==> src/adcc_pkg.sv <==
// Package for the converter control block: offsets, fields, timing
package adcc_pkg;
   // Register indices on the plain port (byte address equals index)
   localparam logic [2:0] ADDR_CHREF   = 3'h0; // channel_reference_register
   localparam logic [2:0] ADDR_CTRL    = 3'h1; // converter_control_status_register
   localparam logic [2:0] ADDR_TRIG    = 3'h2; // special_function_io_register
   localparam logic [2:0] ADDR_LOW     = 3'h3; // result_low_byte
   localparam logic [2:0] ADDR_HIGH    = 3'h4; // result_high_byte
   localparam logic [2:0] ADDR_FLAGCLR = 3'h5; // write ones to clear trigger flags
   // channel_reference_register fields
   localparam int CH_LSB     = 0;
   localparam int CH_W       = 5;
   localparam int LADJ_BIT   = 5;
   localparam int REF_LSB    = 6;
   // converter_control_status_register fields
   localparam int EN_BIT     = 7;
   localparam int SC_BIT     = 6;
   localparam int ATE_BIT    = 5;
   localparam int CCF_BIT    = 4;
   localparam int PS_LSB     = 0;
   localparam int PS_W       = 3;
   // special_function_io_register fields
   localparam int TS_LSB     = 5;
   localparam int TS_W       = 3;
   // Trigger source code meaning the converter's own completion flag
   localparam logic [2:0] TS_FREE = 3'h0;
   // Reference selection codes
   localparam logic [1:0] REF_PIN    = 2'h0;
   localparam logic [1:0] REF_SUPPLY = 2'h1;
   localparam logic [1:0] REF_INT256 = 2'h3;
   // Channel codes below this are single-ended; at and above, differential
   localparam logic [4:0] CH_DIFF_FIRST = 5'h08;
   // Gain codes driven to the gain stage
   localparam logic [1:0] GAIN_1X   = 2'h0;
   localparam logic [1:0] GAIN_10X  = 2'h1;
   localparam logic [1:0] GAIN_200X = 2'h2;
   localparam logic [1:0] GAIN_BYP  = 2'h3;
   // Conversion lengths in converter clock cycles
   localparam logic [4:0] CONV_NORMAL = 5'd13;
   localparam logic [4:0] CONV_FIRST  = 5'd25;
   localparam int RES_W = 10;
   localparam logic [7:0] ZERO8 = 8'h00;
   typedef enum logic [1:0] {
      ADCC_IDLE = 2'b00,
      ADCC_CONV = 2'b01,
      ADCC_DONE = 2'b10
   } adcc_state_t;
   // Gain and bypass decode for a channel code
   function automatic logic [1:0] gain_of(input logic [4:0] ch);
      logic [1:0] g;
      g = GAIN_BYP;
      if (ch >= CH_DIFF_FIRST)
      begin
         case (ch[1:0])
            2'h0:    g = GAIN_1X;
            2'h1:    g = GAIN_10X;
            2'h2:    g = GAIN_200X;
            default: g = GAIN_1X;
         endcase
      end
      return g;
   endfunction
endpackage

==> src/adcc_sar.sv <==
// Successive approximation register: one bit per step, MSB first
`timescale 1ns/1ps
`default_nettype none
module adcc_sar
(
   input  wire logic        sys_clk,
   input  wire logic        rst_n,
   input  wire logic        clear,
   input  wire logic        step,
   input  wire logic        comp_high,
   output logic [9:0]       trial,
   output logic [9:0]       code,
   output logic             full
);
   logic [9:0] mask;
   // Trial keeps decided bits plus the bit under test
   assign trial = code | mask;
   assign full  = (mask == 10'h000);
   // Keep bit if comparator says input above trial, then move on
   always_ff @(posedge sys_clk or negedge rst_n)
   begin
      if (!rst_n)
      begin
         code <= 10'h000;
         mask <= 10'h200;
      end
      else if (clear)
      begin
         code <= 10'h000;
         mask <= 10'h200;
      end
      else if (step && !full)
      begin
         if (comp_high)
            code <= code | mask;
         mask <= mask >> 1;
      end
   end
endmodule
`default_nettype wire

==> src/adcc_top.sv <==
// Converter control: registers, prescaler, sequencing and result lock
// Function
// - Produce 10-bit successive approximation code, zero is ground.
// - Software picks reference: reference pin, analog supply or internal 2.56V.
// - channel_gain_select picks single-ended pin, ground, bandgap or pin pair.
// - Gain-equipped pairs offer 1x, 10x and 200x in the channel code.
// - Single-ended selection bypasses the gain amplifier.
// - New reference or channel not applied until converter_enable set.
// - Result right-justified by default, left-justified with left_adjust.
// - Low byte read blocks updates; results finishing before high read lost.
// - Reading high byte re-enables result updates.
// - Every completion raises the completion flag, even when discarded.
// - Writing start_conversion starts one; bit stays high until done.
// - Channel change mid-conversion applies only in the last conversion cycle.
// - auto_trigger_enable starts conversions from the selected trigger source.
// - Trigger rising edge resets prescaler and starts conversion.
// - Only edges start; edges during conversion ignored.
// - Trigger flag must be cleared before it can trigger again.
// - Completion flag as trigger runs free regardless of flag clearing.
// - Software start still works with auto trigger; bit reads one while busy.
// - Normal conversion 13 converter clocks, first after enable 25.
// - Prescaler runs while enabled, held in reset while disabled.
// - At completion write result, set flag, clear start in single mode.
// - Selections track until start, hold, resume in last cycle.
`timescale 1ns/1ps
`default_nettype none
module adcc_top
(
   input  wire logic        sys_clk,
   input  wire logic        rst_n,
   input  wire logic [2:0]  reg_addr,
   input  wire logic [7:0]  reg_wdata,
   input  wire logic        reg_wr,
   input  wire logic        reg_rd,
   output logic [7:0]       reg_rdata,
   input  wire logic [7:0]  trig_flag_set,
   input  wire logic        comp_high,
   output logic [9:0]       dac_code,
   output logic [4:0]       mux_select,
   output logic [1:0]       gain_select,
   output logic             gain_bypass,
   output logic [1:0]       ref_select,
   output logic             analog_enable,
   output logic             sample_hold
);
   logic [7:0] chref;
   logic [7:0] ctrl_bits;
   logic [7:0] trig_cfg;
   logic       conv_en;
   logic       start_bit;
   logic       auto_en;
   logic       done_flag;
   logic [2:0] prescale;
   logic [7:0] trig_flags;
   logic [7:0] trig_flags_meta;
   logic [7:0] trig_flags_sync;
   logic       trig_level;
   logic       trig_prev;
   logic       trig_edge;
   logic [7:0] res_low;
   logic [7:0] res_high;
   logic       res_lock;
   logic       first_conv;
   logic [6:0] ps_cnt;
   logic       ps_tick;
   logic       ps_reset;
   logic [4:0] cyc;
   logic [4:0] conv_len;
   adcc_pkg::adcc_state_t state;
   logic       sw_start;
   logic       start_now;
   logic       finish;
   logic [9:0] sar_trial;
   logic [9:0] sar_code;
   logic       sar_full;
   logic       sar_clear;
   logic       wr_ctrl;
   logic       rd_low;
   logic       rd_high;
   logic [15:0] just;
   logic       free_run;

   assign conv_en  = ctrl_bits[adcc_pkg::EN_BIT];
   assign auto_en  = ctrl_bits[adcc_pkg::ATE_BIT];
   assign prescale = ctrl_bits[adcc_pkg::PS_LSB +: adcc_pkg::PS_W];
   assign wr_ctrl  = reg_wr && (reg_addr == adcc_pkg::ADDR_CTRL);
   assign rd_low   = reg_rd && (reg_addr == adcc_pkg::ADDR_LOW);
   assign rd_high  = reg_rd && (reg_addr == adcc_pkg::ADDR_HIGH);
   assign sw_start = wr_ctrl && reg_wdata[adcc_pkg::SC_BIT]
                     && reg_wdata[adcc_pkg::EN_BIT];
   assign free_run = auto_en && (trig_cfg[adcc_pkg::TS_LSB +: adcc_pkg::TS_W]
                     == adcc_pkg::TS_FREE);

   // Software-written configuration registers
   always_ff @(posedge sys_clk or negedge rst_n)
   begin
      if (!rst_n)
      begin
         chref     <= adcc_pkg::ZERO8;
         ctrl_bits <= adcc_pkg::ZERO8;
         trig_cfg  <= adcc_pkg::ZERO8;
      end
      else if (reg_wr)
      begin
         case (reg_addr)
            adcc_pkg::ADDR_CHREF: chref    <= reg_wdata;
            adcc_pkg::ADDR_CTRL:  ctrl_bits <= reg_wdata;
            adcc_pkg::ADDR_TRIG:  trig_cfg <= reg_wdata;
            default:              chref    <= chref;
         endcase
      end
   end

   // Trigger flag pins come from elsewhere: two-stage synchroniser
   always_ff @(posedge sys_clk or negedge rst_n)
   begin
      if (!rst_n)
      begin
         trig_flags_meta <= adcc_pkg::ZERO8;
         trig_flags_sync <= adcc_pkg::ZERO8;
      end
      else
      begin
         trig_flags_meta <= trig_flag_set;
         trig_flags_sync <= trig_flags_meta;
      end
   end

   // Sticky trigger flags: set wins over a write-one clear
   always_ff @(posedge sys_clk or negedge rst_n)
   begin
      if (!rst_n)
         trig_flags <= adcc_pkg::ZERO8;
      else if (reg_wr && reg_addr == adcc_pkg::ADDR_FLAGCLR)
         trig_flags <= (trig_flags & ~reg_wdata) | trig_flags_sync;
      else
         trig_flags <= trig_flags | trig_flags_sync;
   end

   // Selected trigger level; own completion flag for source zero
   always_comb
   begin
      if (free_run)
         trig_level = done_flag;
      else
         trig_level = trig_flags[trig_cfg[adcc_pkg::TS_LSB +: adcc_pkg::TS_W]];
   end

   // Edge detector: a level still high never retriggers
   always_ff @(posedge sys_clk or negedge rst_n)
   begin
      if (!rst_n)
         trig_prev <= 1'b0;
      else
         trig_prev <= trig_level;
   end
   // Free running restarts on completion; others need an idle-time edge
   assign trig_edge = auto_en && !free_run && trig_level && !trig_prev
                      && state == adcc_pkg::ADCC_IDLE;

   // Prescaler: held clear while disabled, cleared on a trigger edge
   assign ps_reset = !conv_en || trig_edge;
   always_ff @(posedge sys_clk or negedge rst_n)
   begin
      if (!rst_n)
         ps_cnt <= 7'h00;
      else if (ps_reset)
         ps_cnt <= 7'h00;
      else
         ps_cnt <= ps_cnt + 7'h01;
   end
   // Converter clock tick at ratio two to the power of the field, min two
   always_comb
   begin
      if (prescale == 3'h0)
         ps_tick = ps_cnt[0];
      else
         ps_tick = (ps_cnt & ((7'h01 << prescale) - 7'h01)) ==
                   ((7'h01 << prescale) - 7'h01);
   end

   // Start pending: software write or trigger edge
   assign start_now = start_bit && state == adcc_pkg::ADCC_IDLE && ps_tick;
   assign conv_len  = first_conv ? adcc_pkg::CONV_FIRST
                                 : adcc_pkg::CONV_NORMAL;
   assign finish    = state == adcc_pkg::ADCC_CONV && ps_tick
                      && cyc == conv_len - 5'd1;

   // start_conversion: set by write or trigger, cleared at completion unless free running
   always_ff @(posedge sys_clk or negedge rst_n)
   begin
      if (!rst_n)
         start_bit <= 1'b0;
      else if (!conv_en && !sw_start)
         start_bit <= 1'b0;
      else if (sw_start || trig_edge)
         start_bit <= 1'b1;
      else if (finish && !free_run)
         start_bit <= 1'b0;
   end

   // Conversion sequencer in converter clock steps
   always_ff @(posedge sys_clk or negedge rst_n)
   begin
      if (!rst_n)
      begin
         state <= adcc_pkg::ADCC_IDLE;
         cyc   <= 5'd0;
      end
      else if (!conv_en)
      begin
         state <= adcc_pkg::ADCC_IDLE;
         cyc   <= 5'd0;
      end
      else
      begin
         case (state)
            adcc_pkg::ADCC_IDLE:
               if (start_now)
               begin
                  state <= adcc_pkg::ADCC_CONV;
                  cyc   <= 5'd0;
               end
            adcc_pkg::ADCC_CONV:
               if (finish)
                  state <= adcc_pkg::ADCC_DONE;
               else if (ps_tick)
                  cyc <= cyc + 5'd1;
            adcc_pkg::ADCC_DONE:
               state <= adcc_pkg::ADCC_IDLE; // restarts via start_bit
            default:
               state <= adcc_pkg::ADCC_IDLE;
         endcase
      end
   end

   // First conversion after enable is the long one
   always_ff @(posedge sys_clk or negedge rst_n)
   begin
      if (!rst_n)
         first_conv <= 1'b1;
      else if (!conv_en)
         first_conv <= 1'b1;
      else if (finish)
         first_conv <= 1'b0;
   end

   // Ten decisions end one step early so the code is settled at finish
   assign sar_clear = start_now;
   adcc_sar u_sar
   (
      .sys_clk   (sys_clk),
      .rst_n     (rst_n),
      .clear     (sar_clear),
      .step      (ps_tick && state == adcc_pkg::ADCC_CONV
                  && cyc >= conv_len - 5'(adcc_pkg::RES_W) - 5'd1
                  && !finish),
      .comp_high (comp_high),
      .trial     (sar_trial),
      .code      (sar_code),
      .full      (sar_full)
   );

   // Justification of the finished code
   assign just = chref[adcc_pkg::LADJ_BIT] ? {sar_code, 6'h00}
                                           : {6'h00, sar_code};

   // Result bytes with low-then-high read lock
   always_ff @(posedge sys_clk or negedge rst_n)
   begin
      if (!rst_n)
      begin
         res_low  <= adcc_pkg::ZERO8;
         res_high <= adcc_pkg::ZERO8;
      end
      else if (finish && !res_lock)
      begin
         res_low  <= just[7:0];
         res_high <= just[15:8];
      end
   end
   always_ff @(posedge sys_clk or negedge rst_n)
   begin
      if (!rst_n)
         res_lock <= 1'b0;
      else if (rd_high)
         res_lock <= 1'b0;
      else if (rd_low)
         res_lock <= 1'b1;
   end

   // Completion flag: hardware set wins over write-one clear
   always_ff @(posedge sys_clk or negedge rst_n)
   begin
      if (!rst_n)
         done_flag <= 1'b0;
      else if (finish)
         done_flag <= 1'b1;
      else if (wr_ctrl && reg_wdata[adcc_pkg::CCF_BIT])
         done_flag <= 1'b0;
   end

   // Analog path: while enabled, tracks outside a conversion or in its last step, else held
   always_ff @(posedge sys_clk or negedge rst_n)
   begin
      if (!rst_n)
      begin
         mux_select  <= 5'h00;
         gain_select <= adcc_pkg::GAIN_BYP;
         gain_bypass <= 1'b1;
         ref_select  <= adcc_pkg::REF_PIN;
      end
      else if (conv_en && (state != adcc_pkg::ADCC_CONV
               || cyc == conv_len - 5'd1))
      begin
         mux_select  <= chref[adcc_pkg::CH_LSB +: adcc_pkg::CH_W];
         gain_select <= adcc_pkg::gain_of(chref[4:0]);
         gain_bypass <= chref[4:0] < adcc_pkg::CH_DIFF_FIRST;
         ref_select  <= chref[adcc_pkg::REF_LSB +: 2];
      end
   end

   // Front-end drive: trial code, power and sample-hold
   always_ff @(posedge sys_clk or negedge rst_n)
   begin
      if (!rst_n)
      begin
         dac_code      <= 10'h000;
         analog_enable <= 1'b0;
         sample_hold   <= 1'b0;
      end
      else
      begin
         dac_code      <= sar_trial;
         analog_enable <= conv_en; // Off draws no power
         sample_hold   <= state == adcc_pkg::ADCC_CONV && !sar_full;
      end
   end

   // Read port: data stand the cycle after the strobe
   always_ff @(posedge sys_clk or negedge rst_n)
   begin
      if (!rst_n)
         reg_rdata <= adcc_pkg::ZERO8;
      else if (reg_rd)
      begin
         case (reg_addr)
            adcc_pkg::ADDR_CHREF:   reg_rdata <= chref;
            adcc_pkg::ADDR_CTRL:    reg_rdata <= {conv_en, start_bit, auto_en,
                                     done_flag, ctrl_bits[3:0]};
            adcc_pkg::ADDR_TRIG:    reg_rdata <= trig_cfg;
            adcc_pkg::ADDR_LOW:     reg_rdata <= res_low;
            adcc_pkg::ADDR_HIGH:    reg_rdata <= res_high;
            adcc_pkg::ADDR_FLAGCLR: reg_rdata <= trig_flags;
            default:                reg_rdata <= adcc_pkg::ZERO8;
         endcase
      end
      else
         reg_rdata <= adcc_pkg::ZERO8;
   end

   // Checks
   AST_LOCK_HOLDS: assert property (@(posedge sys_clk) disable iff (!rst_n)
      (res_lock && !rd_high) |=> $stable(res_low))
      else $error("result changed while locked");
   AST_UNLOCK: assert property (@(posedge sys_clk) disable iff (!rst_n)
      rd_high |=> !res_lock)
      else $error("high read did not unlock");
   AST_FLAG_SET: assert property (@(posedge sys_clk) disable iff (!rst_n)
      finish |=> done_flag)
      else $error("completion flag not set");
   AST_START_BUSY: assert property (@(posedge sys_clk) disable iff (!rst_n)
      state == adcc_pkg::ADCC_CONV |-> start_bit)
      else $error("start bit low while busy");
   AST_SINGLE_CLR: assert property (@(posedge sys_clk) disable iff (!rst_n)
      (finish && !free_run && !sw_start && !trig_edge) |=> !start_bit)
      else $error("start bit not cleared");
   AST_PS_HELD: assert property (@(posedge sys_clk) disable iff (!rst_n)
      !conv_en |=> ps_cnt == 7'h00)
      else $error("prescaler ran while disabled");
   AST_MUX_HOLD: assert property (@(posedge sys_clk) disable iff (!rst_n)
      (state == adcc_pkg::ADCC_CONV && $past(state) == adcc_pkg::ADCC_CONV
       && cyc != conv_len - 5'd1 && $past(cyc) != conv_len - 5'd1)
      |-> $stable(mux_select))
      else $error("channel changed mid conversion");
   AST_BYPASS: assert property (@(posedge sys_clk) disable iff (!rst_n)
      gain_bypass |-> gain_select == adcc_pkg::GAIN_BYP)
      else $error("gain used on single ended");
   AST_LEN: assert property (@(posedge sys_clk) disable iff (!rst_n)
      finish |-> cyc == (first_conv ? 5'd24 : 5'd12))
      else $error("wrong conversion length");
   COV_SINGLE: cover property (@(posedge sys_clk) finish && !auto_en);
   COV_FREE: cover property (@(posedge sys_clk) finish && free_run);
   COV_LOST: cover property (@(posedge sys_clk) finish && res_lock);
endmodule
`default_nettype wire

==> config.mk <==
export PLATFORM = sky130hd
export DESIGN_NAME = adcc_top
export DESIGN_NICKNAME = d
export VERILOG_FILES = /design/src/adcc_pkg.sv /design/src/adcc_sar.sv /design/src/adcc_top.sv
export SDC_FILE = /design/constraint.sdc
export NUM_CORES = 1
export LEC_CHECK = 0
export BUFFER_PORTS_ARGS = -buffer_cell sky130_fd_sc_hd__buf_4
export CAP_MARGIN = 10
export CORE_MARGIN = 2
export CORE_UTILIZATION = 34
export DETAILED_ROUTE_END_ITERATION = 8
export PLACE_DENSITY = 0.64
export SLEW_MARGIN = 10
export SYNTH_ARGS = -nofsm -noshare
export SYNTH_HDL_FRONTEND = slang
export SYNTH_HIERARCHICAL = 1
export SYNTH_SLANG_ARGS = --single-unit
export TNS_END_PERCENT = 100
==> constraint.sdc <==
create_clock -name sys_clk -period 3 [get_ports sys_clk]
set_input_delay 0.3 -clock sys_clk [delete_from_list [all_inputs] [get_ports sys_clk]]
set_output_delay 0.3 -clock sys_clk [all_outputs]
set_load 0.02 [all_outputs]
==> key figures, run 1 <==
Die
  – # IOs: 54
  – Core area: 17100 µm²
  – Chip Height: 136 µm
  – Row count: 48
  – Die area: 18400 µm²
  – Initial core utilization: 0.345
  – Die width: 136 µm

Synth
  – Yosys reg bits: 131
  – Post-synth EDFFs: 0
  – Synth Instances: 493
  – Ys async rst share: 1.00
  – Synthesized Nets: 524
  – Syn Area/Cell: 12.0 µm²
  – Yosys cell types: 65
  – Ys flop type: dfrtp_1
  – Netlist Area Pre-Place: 5900 µm²
  – Seq/Total Area, Yosys: 0.556
  – Yosys warns: 6

Setup path
  – R2R depth: 12
  – FF-to-FF Start: ctrl_bits[2]$_DFFE_PN0P_
  – CP endpoint kind: flop
  – Critical path required time: 3.31 ns
  – WP data arrival: 3.08 ns
  – Reg-to-reg slack, setup: 0.23 ns
  – CP max FO: 20
  – R2r endpoint: u_sar/mask[2]$_DFFE_PN0P_
  – Crit path kind: reg2reg
  – CP Launch Type: flop

Layout
  – Area Overhead vs Synth: 24.0%
  – Final net count: 593
  – Fin util: 0.428
  – Fillers: 1591
  – Antenna diodes: 0
  – Share of layout cells above drive strength 1: 0.292

Timing
  – FMAX: 361 MHz
  – Rel. slew slack: 0.513
  – Final Max Tran Viols: 0
  – Final worst-path cycle share: 0.922
  – Slew @ Worst Pin: 0.721 ns
  – Final setup margin: 0.233 ns
  – Final period demand of the worst path: 2.77 ns
  – Clock skew: 0.0136 ns
  – Unrepaired setup endpoints after global routing: false
  – Fin Setup TNS: 0 ns
  – Final Hold Vio Count: 0
  – Endpoints failing setup: 0

Detailed routing
  – Number of remaining DRC errors: 0
  – DRT iter0 DRCs: 334
  – Final ANT Viol Nets: 0
  – Vias: 3948
  – First drt pass iteration count: 5
  – Post-Route WL: 13000 µm
  – Vias per inst: 4.94
  – Per-cell routed wire length: 16.2 µm

GRT
  – GR Util All Layers: 0.155
  – First-pass GRT wire length: 21600 µm
  – Vias in the first global route: 4054
  – Gr ovfl total: 0
  – Initial antenna violation count: 0
  – Largest net degree at the start of global routing: 99

Run
  – Maxcap violations: 0

Pwr
  – Leak: 0.00327 µW
  – Peak VDD IR: 0.440 mV
  – PD cells: 729 nW/µm²

Place
  – GPL Wtd Cong: 0.831
  – PortBufs: 53
  – Setup WS pre-CTS: 0.0782 ns
  – Post-DP HPWL: 9010 µm

Clock tree
  – Root Driver: clkbuf_16
  – Clock Path Buffers: 2
  – CTS sink count: 131
  – Post-CTS setup buffer count: 0
  – H-tree depth: 4
  – Clock tree from TritonCTS: yes
  – Reg clk slew, reported paths: 0.06 ns
  – Worst skew pair latency: 0.42 ns
  – Num CTS Buffers: 17

Status
  – Outcome: finished, final reports clean

Hold path
  – Worst hold path type: in2reg
  – WHS Endpoint: chref[0]$_DFFE_PN0P_
  – Worst hold start: reg_wdata[0]
  – Worst Hold Path Cells: 3
## cell type report
class                   instances  area (µm²)  share of cell area
clock buffers                  22         464              0.0634
well taps                     225         282              0.0385
clock inverters                10         156              0.0214
repair buffers                 75         623              0.0851
multi-input cells             309        2410               0.329
inverters                      28         105              0.0144
flip-flops and latches        131        3280               0.449
## per-stage QoR
step                power, µW  instance area [µm²]  instances  hold slack [ns]
detailed placement       3180                 6600        759            0.275
CTS                      5380                 7310        800            0.109
floorplan                2790                 5900        493          0.00441
global route             5600                 7320        800            0.126
finish                   5340                 7320        800            0.125
global placement         3150                 6600        759            0.262
## cells in the mapped netlist, types with 2 or more instances
master | count | area, µm²
nand3_1 | 5 | 25.0
xor2_1 | 2 | 17.5
nor2_1 | 38 | 143
nand4b_1 | 5 | 43.8
and2_1 | 7 | 43.8
nor4b_1 | 2 | 17.5
dfrtp_1 | 126 | 3150
buf_2 | 4 | 20.0
buf_1 | 2 | 7.51
inv_1 | 28 | 105
a32oi_2 | 2 | 32.5
mux2i_1 | 24 | 240
mux4_2 | 5 | 113
ha_1 | 7 | 87.6
or2_1 | 5 | 31.3
a22oi_1 | 4 | 30.0
nand2b_1 | 6 | 37.5
and3_1 | 4 | 25.0
nor2b_1 | 11 | 68.8
xnor2_1 | 5 | 43.8
a21o_1 | 11 | 82.6
clkbuf_1 | 16 | 60.1
o21a_1 | 4 | 30.0
mux2_2 | 39 | 439
or2_2 | 6 | 37.5
nand2_1 | 33 | 124
nor3_1 | 5 | 25.0
mux2_4 | 4 | 60.1
o31ai_1 | 2 | 15.0
nand3b_1 | 3 | 22.5
o21ai_0 | 17 | 85.1
or4_1 | 2 | 15.0
a21oi_1 | 6 | 30.0
dfstp_2 | 5 | 131
nor4b_2 | 2 | 30.0
o22ai_1 | 7 | 43.8
a31oi_1 | 9 | 56.3
o211ai_1 | 3 | 22.5
## repair_timing
action,CTS,global route
endpoints found under the hold margin,40,0
hold buffers,9,0
setup endpoints to repair,0,20
gates resized for setup,0,3
## sequential cells by signal, summed over array words and instances (netlist names), 5 cells and up
| name | count |
|---|---|
| res_high | 8 |
| res_low | 8 |
| ctrl_bits | 6 |
| cyc | 5 |
| chref | 8 |
| trig_flags_sync | 8 |
| u_sar/code | 10 |
| reg_rdata | 8 |
| trig_flags_meta | 8 |
| trig_flags | 8 |
| mux_select | 5 |
| dac_code | 10 |
| trig_cfg | 8 |
| ps_cnt | 7 |
| u_sar/mask | 10 |
## critical path, stage by stage, from the launching register on
cell and delay, ns:
dfrtp_1 0.39, buf_4 0.18, nor2_1 0.10, nand2_1 0.07
ha_1 0.27, nor2b_1 0.21, a211oi_4 0.25, o21ai_1 0.12
or2_4 0.30, a2111oi_4 0.27, buf_12 0.21, mux2i_1 0.21
nor2_1 0.05
## placed cells by master (no fill, tap or decap), types with 9 or more instances in the layout
cell type      netlist  routed
nor2b_1             11      11
nand2_1             33      33
clkbuf_16            0      17
o21ai_0             17      16
a21o_1              11      11
nor2_1              38      38
mux2_2              39      39
inv_1               28      28
dlygate4sd3_1        0       9
dfrtp_1            126     126
mux2i_1             24      24
buf_4                0      63
a31oi_1              9       9
## power by group
group	total (µW)	switching (µW)	internal, µW
Sequential	2190	190	2000
Combinational	970	501	469
Clock	2170	745	1430
## routing by layer
metal  track usage  wire length (µm)
met5             0                 0
met1         0.205              5940
met3        0.0438               462
met4        0.0608               230
met2         0.239              6360
## worst max-delay path by stage
stage                             startpoint                        end  slack (ns)  cells after the start
CTS                 ctrl_bits[2]$_DFFE_PN0P_  u_sar/mask[2]$_DFFE_PN0P_        0.03                     11
global route        ctrl_bits[2]$_DFFE_PN0P_  u_sar/mask[4]$_DFFE_PN0P_        0.05                     12
detailed placement  ctrl_bits[2]$_DFFE_PN0P_  u_sar/mask[2]$_DFFE_PN0P_        0.08                     11
global placement    ctrl_bits[2]$_DFFE_PN0P_  u_sar/mask[5]$_DFFE_PN0P_        0.16                     11
finish              ctrl_bits[2]$_DFFE_PN0P_  u_sar/mask[2]$_DFFE_PN0P_        0.23                     12
floorplan           ctrl_bits[2]$_DFFE_PN0P_  u_sar/mask[0]$_DFFE_PN0P_        0.01                     12
## kinds of logic (layout without fill, tap and decap cells)
family / Yosys count / after routing / synth area share
xor+xnor: 7 / 7 / 0.0104
buf+inv: 53 / 135 / 0.0405
fa+ha+maj: 7 / 7 / 0.0148
compound gates: 76 / 76 / 0.0924
flops: 131 / 131 / 0.556
simple gates: 146 / 146 / 0.137
mux: 73 / 73 / 0.149
No activity file was read; power rests on OpenSTA's default activity.
==> run 2, diff against run 1 <==
- BUFFER_PORTS_ARGS: -buffer_cell sky130_fd_sc_hd__buf_4 -> -buffer_cell sky130_fd_sc_hd__buf_2
- GPL_TIMING_DRIVEN: not set -> 1
- PLACE_DENSITY: 0.64 -> 0.63
- clock period: 3 -> 2.8 ns (I/O delays scaled with it)
==> run 2 against run 1 <==
  * Global-route usage down 0.71 points
  * Sequential cell count unchanged
  * Non-clock buffer count increased by 6
  * Core utilization shrank 0.26 points
  * Cell count rose by 0.88%
  * First-iteration DRC count fell by 13%
  * Hold slack better by 0.031 ns
  * Wire length up 0.81%
  * Register-to-register slack lost 0.12 ns
  * Combinational power grew 2%
  * Clock skew fell by 0.0087 ns
  * Critical path type unchanged
==> key figures, run 2 (synthesized netlist as in run 1, its figures left out) <==
Status
  – Outcome: finished, final reports clean (unchanged)

Die
  – # IOs: 54 (unchanged)
  – Initial core utilization: 0.345 (unchanged)
  – Chip Height: 136 µm (unchanged)
  – Die width: 136 µm (unchanged)
  – Row count: 48 (unchanged)
  – Core area: 17100 µm² (unchanged)
  – Die area: 18400 µm² (unchanged)

Pwr
  – Peak VDD IR: 0.550 mV (was 0.440 mV)
  – PD cells: 771 nW/µm² (was 729 nW/µm²)
  – Total Power: 5610 µW (was 5340 µW)
  – Leak: 0.00326 µW (was 0.00327 µW)

Clock tree
  – Clock tree from TritonCTS: yes (unchanged)
  – Num CTS Buffers: 17 (unchanged)
  – Worst skew pair latency: 0.42 ns (about the same)
  – H-tree depth: 4 (unchanged)
  – CTS sink count: 131 (unchanged)
  – Reg clk slew, reported paths: 0.06 ns (about the same)
  – Root Driver: clkbuf_16 (unchanged)
  – Clock Path Buffers: 2 (unchanged)

Layout
  – Fin util: 0.425 (was 0.428)
  – Commonest non-fill, non-tap cell in the layout: dfrtp_1 (unchanged)
  – Fin area: 7280 µm² (was 7320 µm²)
  – Final net count: 599 (was 593)
  – Most frequent cells in the layout: dfrtp_1, buf_2, mux2_2 (was dfrtp_1, buf_4, mux2_2)
  – Area Overhead vs Synth: 23.2% (was 24.0%)
  – Share of layout cells above drive strength 1: 0.308 (was 0.292)
  – Top flop regs: dac_code x10, u_sar/code x10, u_sar/mask x10 (unchanged)

Place
  – Placed cell area: 6510 µm² (was 6600 µm²)
  – PortBufs: 53 (unchanged)
  – GPL Wtd Cong: 0.786 (was 0.831)
  – Post-DP HPWL: 9060 µm (was 9010 µm)

Detailed routing
  – Post-Route WL: 13100 µm (was 13000 µm)
  – Per-cell routed wire length: 16.2 µm (about the same)
  – DRT iter0 DRCs: 289 (was 334)
  – Vias per inst: 5.01 (was 4.94)
  – Number of remaining DRC errors: 0 (unchanged)
  – First drt pass iteration count: 4 (was 5)
  – Final ANT Viol Nets: 0 (unchanged)
  – Vias: 4042 (was 3948)

Timing
  – Final Max Tran Viols: 0 (unchanged)
  – Fin Setup TNS: 0 ns (unchanged)
  – Final period demand of the worst path: 2.69 ns (was 2.77 ns)
  – FMAX: 372 MHz (was 361 MHz)
  – Endpoints failing setup: 0 (unchanged)
  – Final worst-path cycle share: 0.960 (was 0.922)
  – Slew @ Worst Pin: 0.637 ns (was 0.721 ns)
  – Clock skew: 0.00491 ns (was 0.0136 ns)
  – Rel. slew slack: 0.569 (was 0.513)
  – Final Hold Vio Count: 0 (unchanged)

GRT
  – First-pass GRT wire length: 20700 µm (was 21600 µm)
  – GR Util All Layers: 0.147 (was 0.155)
  – Vias in the first global route: 3937 (was 4054)
  – Initial antenna violation count: 1 (was 0)
  – Gr ovfl total: 0 (unchanged)
  – Largest net degree at the start of global routing: 59 (was 99)

Setup path
  – Slowest stage delay, CP: 0.45 ns (was 0.39 ns)
  – Worst path cell trace: nor3_4 > inv_1 > ha_2 > and3_4 > a211oi_4 > o21ai_1 > or2_4 > a2111oi_4 > buf_4 > buf_12 > mux2i_1 > nor2_1 (was buf_4 > nor2_1 > nand2_1 > ha_1 > nor2b_1 > a211oi_4 > o21ai_1 > or2_4 > a2111oi_4 > buf_12 > mux2i_1 > nor2_1)
  – CP endpoint kind: flop (unchanged)
  – WP buf/inv: 3 (was 2)
  – Reg-to-reg slack, setup: 0.11 ns (was 0.23 ns)
  – CP Launch Type: flop (unchanged)
  – Critical path required time: 3.11 ns (was 3.31 ns)
  – Crit path kind: reg2reg (unchanged)
  – Crit-path leading delay family: simple AND/OR/NAND/NOR gates (unchanged)
  – Slowest CP cell: dfrtp_2 (was dfrtp_1)
  – CP max FO: 10 (was 20)
  – WP data arrival: 2.99 ns (was 3.08 ns)

Run
  – Maxcap violations: 0 (unchanged)

Hold path
  – Worst hold path type: in2reg (unchanged)
## run 2: cell count changes in the layout (fill, tap and decap cells not counted), moves of 3 or more
cell      delta
buf_4       -48
clkinv_4     +4
clkbuf_1     -3
clkinv_2     -3
buf_2       +52
## run 2: metrics by stage
step | setup slack (ns) | instances | hold slack [ns]
after global routing | -0.0188 | 807 | 0.146
after global placement | 0.114 | 761 | 0.308
after floorplan | 0.0406 | 493 | -0.0156
after CTS | 0.00320 | 802 | 0.137
final | 0.111 | 807 | 0.156
after detailed placement | 0.0193 | 761 | 0.321
## run 2: timing repair
item                       CTS  global route
setup endpoints to repair    0            20
setup buffers                0             3
gates resized for setup      0             3
hold buffers                 9             0
hold endpoints to repair    51             0
## run 2: final timing paths
path,depth (start not counted),endpoint,from
worst max-delay path,12,u_sar/mask[6]$_DFFE_PN0P_,ctrl_bits[1]$_DFFE_PN0P_
min in group asynchronous,2,u_sar/code[7]$_DFFE_PN0P_,rst_n
worst min-delay path,2,ctrl_bits[2]$_DFFE_PN0P_,reg_wdata[2]
worst max register to register,12,u_sar/mask[6]$_DFFE_PN0P_,ctrl_bits[1]$_DFFE_PN0P_
worst min register to register,0,trig_flags_sync[6]$_DFF_PN0_,trig_flags_meta[6]$_DFF_PN0_
max in group asynchronous,3,gain_select[0]$_DFFE_PN1P_,rst_n
## run 2: power breakdown
group          leakage, µW  switching, µW  internal (µW)
Clock             0.000293            844           1430
Combinational      0.00134            538            453
Sequential         0.00163            195           2150
## run 2: per-layer routing
layer / GRT usage / vias up / wire [µm]
met2: 0.235 / 79 / 6430
met4: 0.0596 / 0 / 346
met1: 0.189 / 2066 / 5880
met5: 0 / - / 0
met3: 0.0434 / 24 / 435
li1: - / 1873 / -
## run 2: area by class of cell
cell class              count  area [µm²]
diodes                      1        2.50
clock buffers              18         439
clock inverters            14         179
fillers                  1580        9840
inverters                  28         105
multi-input cells         309        2410
flip-flops and latches    131        3290
well taps                 225         282
repair buffers             81         568
## run 2: worst register-to-register path, delay by kind of cell (launching register included)
family	cells	cell delay, ns
simple gates	4	0.76
buf+inv	3	0.40
fa+ha+maj	1	0.22
compound gates	3	0.53
mux	1	0.21
flops	1	0.45
==> run 3, diff against run 2 <==
- CORE_MARGIN: 2 -> not set
==> run 3 against run 2 <==
  * Wire length up 2.5%
  * Critical path depth unchanged
  * Register-to-register slack worse by 0.02 ns
  * Clock skew up 0.0022 ns
  * Cell count down 0.87%
==> key figures, run 3 (synthesized netlist as in run 1, its figures left out) <==
Status
  – Outcome: finished, final reports clean (unchanged)

Clock tree
  – Worst skew pair latency: 0.42 ns (about the same)
  – Clock Path Buffers: 2 (unchanged)
  – Num CTS Buffers: 17 (unchanged)
  – H-tree depth: 4 (unchanged)
  – CTS sink count: 131 (unchanged)
  – Reg clk slew, reported paths: 0.06 ns (about the same)
  – Clock tree from TritonCTS: yes (unchanged)
  – Root Driver: clkbuf_16 (unchanged)

Setup path
  – Slowest CP cell: dfrtp_2 (unchanged)
  – FF-to-FF Start: ctrl_bits[1]$_DFFE_PN0P_ (unchanged)
  – CP max FO: 10 (unchanged)
  – Reg-to-reg slack, setup: 0.09 ns (was 0.11 ns)
  – Crit path kind: reg2reg (unchanged)
  – WP data arrival: 3.01 ns (was 2.99 ns)
  – Critical path depth in cells: 12 (unchanged)
  – Crit-path leading delay family: simple AND/OR/NAND/NOR gates (unchanged)
  – Worst Setup SP: ctrl_bits[1]$_DFFE_PN0P_ (unchanged)
  – CP Launch Type: flop (unchanged)
  – WP buf/inv: 3 (unchanged)
  – Worst path cell trace: nor3_2 > inv_1 > ha_2 > nor2b_2 > a32oi_2 > o21ai_2 > or2_4 > a2111oi_4 > buf_4 > buf_12 > mux2i_1 > nor2_1 (was nor3_4 > inv_1 > ha_2 > and3_4 > a211oi_4 > o21ai_1 > or2_4 > a2111oi_4 > buf_4 > buf_12 > mux2i_1 > nor2_1)
  – Critical path required time: 3.10 ns (was 3.11 ns)
  – R2r endpoint: u_sar/mask[2]$_DFFE_PN0P_ (was u_sar/mask[6]$_DFFE_PN0P_)
  – Slowest stage delay, CP: 0.43 ns (was 0.45 ns)
  – CP endpoint kind: flop (unchanged)
  – Worst Setup EP: u_sar/mask[2]$_DFFE_PN0P_ (was u_sar/mask[6]$_DFFE_PN0P_)
  – R2R depth: 12 (unchanged)

Hold path
  – Worst hold path type: in2reg (unchanged)

Layout
  – Final net count: 598 (was 599)
  – Fin util: 0.436 (was 0.425)
  – Storage cell area: 3290 µm² (unchanged)
  – Commonest non-fill, non-tap cell in the layout: dfrtp_1 (unchanged)
  – Area Overhead vs Synth: 23.6% (was 23.2%)
  – Antenna diodes: 0 (was 1)
  – Fin area: 7300 µm² (was 7280 µm²)
  – Most frequent cells in the layout: dfrtp_1, buf_2, mux2_2 (unchanged)
  – Fillers: 1545 (was 1580)
  – Multi-input gate area: 2410 µm² (unchanged)
  – Top flop regs: dac_code x10, u_sar/code x10, u_sar/mask x10 (unchanged)
  – Share of layout cells above drive strength 1: 0.309 (was 0.308)

Detailed routing
  – Per-cell routed wire length: 16.8 µm (was 16.2 µm)
  – Final ANT Viol Nets: 0 (unchanged)
  – First drt pass iteration count: 4 (unchanged)
  – Post-Route WL: 13400 µm (was 13100 µm)
  – Vias per inst: 5.07 (was 5.01)
  – Vias: 4054 (was 4042)
  – DRT iter0 DRCs: 280 (was 289)
  – Number of remaining DRC errors: 0 (unchanged)

Pwr
  – PD cells: 793 nW/µm² (was 771 nW/µm²)
  – Peak VDD IR: 0.423 mV (was 0.550 mV)
  – Leak: 0.00329 µW (was 0.00326 µW)
  – Total Power: 5790 µW (was 5610 µW)

Die
  – # IOs: 54 (unchanged)
  – Row count: 47 (was 48)
  – Core area: 16800 µm² (was 17100 µm²)
  – Die width: 134 µm (was 136 µm)
  – Initial core utilization: 0.352 (was 0.345)
  – Die area: 17900 µm² (was 18400 µm²)
  – Chip Height: 134 µm (was 136 µm)

Timing
  – Slew @ Worst Pin: 0.772 ns (was 0.637 ns)
  – Final period demand of the worst path: 2.71 ns (was 2.69 ns)
  – Final Max Tran Viols: 0 (unchanged)
  – Fin Setup TNS: 0 ns (unchanged)
  – Final Hold Vio Count: 0 (unchanged)
  – Hold slack: 0.140 ns (was 0.156 ns)
  – Endpoints failing setup: 0 (unchanged)
  – Rel. slew slack: 0.478 (was 0.569)
  – Clock skew: 0.00709 ns (was 0.00491 ns)
  – Final worst-path cycle share: 0.967 (was 0.960)
  – FMAX: 369 MHz (was 372 MHz)

Place
  – Post-DP HPWL: 9210 µm (was 9060 µm)
  – GPL Wtd Cong: 0.798 (was 0.786)
  – Placed cell area: 6490 µm² (was 6510 µm²)
  – PortBufs: 53 (unchanged)

GRT
  – First-pass GRT wire length: 22600 µm (was 20700 µm)
  – Gr ovfl total: 0 (unchanged)
  – Largest net degree at the start of global routing: 75 (was 59)
  – Initial antenna violation count: 0 (was 1)
  – Vias in the first global route: 4271 (was 3937)
  – GR Util All Layers: 0.164 (was 0.147)

Run
  – Maxcap violations: 0 (unchanged)
==> run 3: cell types whose count changed in the layout (fill, tap and decap cells not counted), moves of 2 or more <==
| cell | delta |
|---|---|
| bufinv_16 | +2 |
| clkinv_2 | +2 |
| clkinvlp_4 | -2 |
| inv_6 | -2 |
==> run 3: layer usage <==
| layer | global-route usage | share of wire | vias up |
|---|---|---|---|
| li1 | - | - | 1876 |
| met1 | 0.207 | 0.44 | 2048 |
| met2 | 0.263 | 0.49 | 96 |
| met3 | 0.0374 | 0.035 | 34 |
| met4 | 0.0821 | 0.032 | 0 |
| met5 | 0 | 0 | - |
==> run 3: layout make-up <==
class                      count  share of cell area
tap                          220              0.0377
multi-input combinational    309               0.331
clock buffer                  19              0.0607
clock inverter                13              0.0285
timing repair buffer          80              0.0778
inverter                      28              0.0144
sequential                   131               0.450
==> run 3: report_power, final <==
group	internal, µW	switching [µW]
clock	1600	825
sequential	2150	211
combinational	457	548
==> run 3: how the worst min path moves through the flow <==
stage,from,end,slack (ns),depth (start not counted)
after global placement,rst_n,dac_code[5]$_DFF_PN0_,0.19,1
final,reg_wdata[1],chref[1]$_DFFE_PN0P_,0.14,3
after global routing,reg_wdata[5],trig_cfg[5]$_DFFE_PN0P_,0.16,2
after detailed placement,rst_n,dac_code[9]$_DFF_PN0_,0.20,1
after CTS,reg_wdata[1],chref[1]$_DFFE_PN0P_,0.13,3
after floorplan,rst_n,analog_enable$_DFF_PN0_,-0.02,0
==> run 3: metrics by stage <==
stage / instances / setup slack (ns)
final: 800 / 0.0916
after global routing: 800 / -0.00319
after CTS: 798 / 0.0224
after detailed placement: 755 / 0.00510
after global placement: 755 / 0.121
after floorplan: 493 / 0.0406
==> run 3: worst reg2reg max path: stages (launching register included) <==
cell       delay (ns)
dfrtp_2          0.43
nor3_2           0.21
inv_1            0.07
ha_2             0.23
nor2b_2          0.20
a32oi_2          0.28
o21ai_2          0.12
or2_4            0.29
a2111oi_4        0.18
buf_4            0.19
buf_12           0.14
mux2i_1          0.21
nor2_1           0.06
==> run 3: what timing repair did <==
action | 4_1_cts | 5_1_grt
endpoints found under the setup margin | 9 | 19
hold endpoints to repair | 29 | 0
buffers inserted | 1 | 2
gates cloned | 1 | 0
pin swaps | 2 | 2
hold buffers | 9 | 0
gates resized for setup | 0 | 4
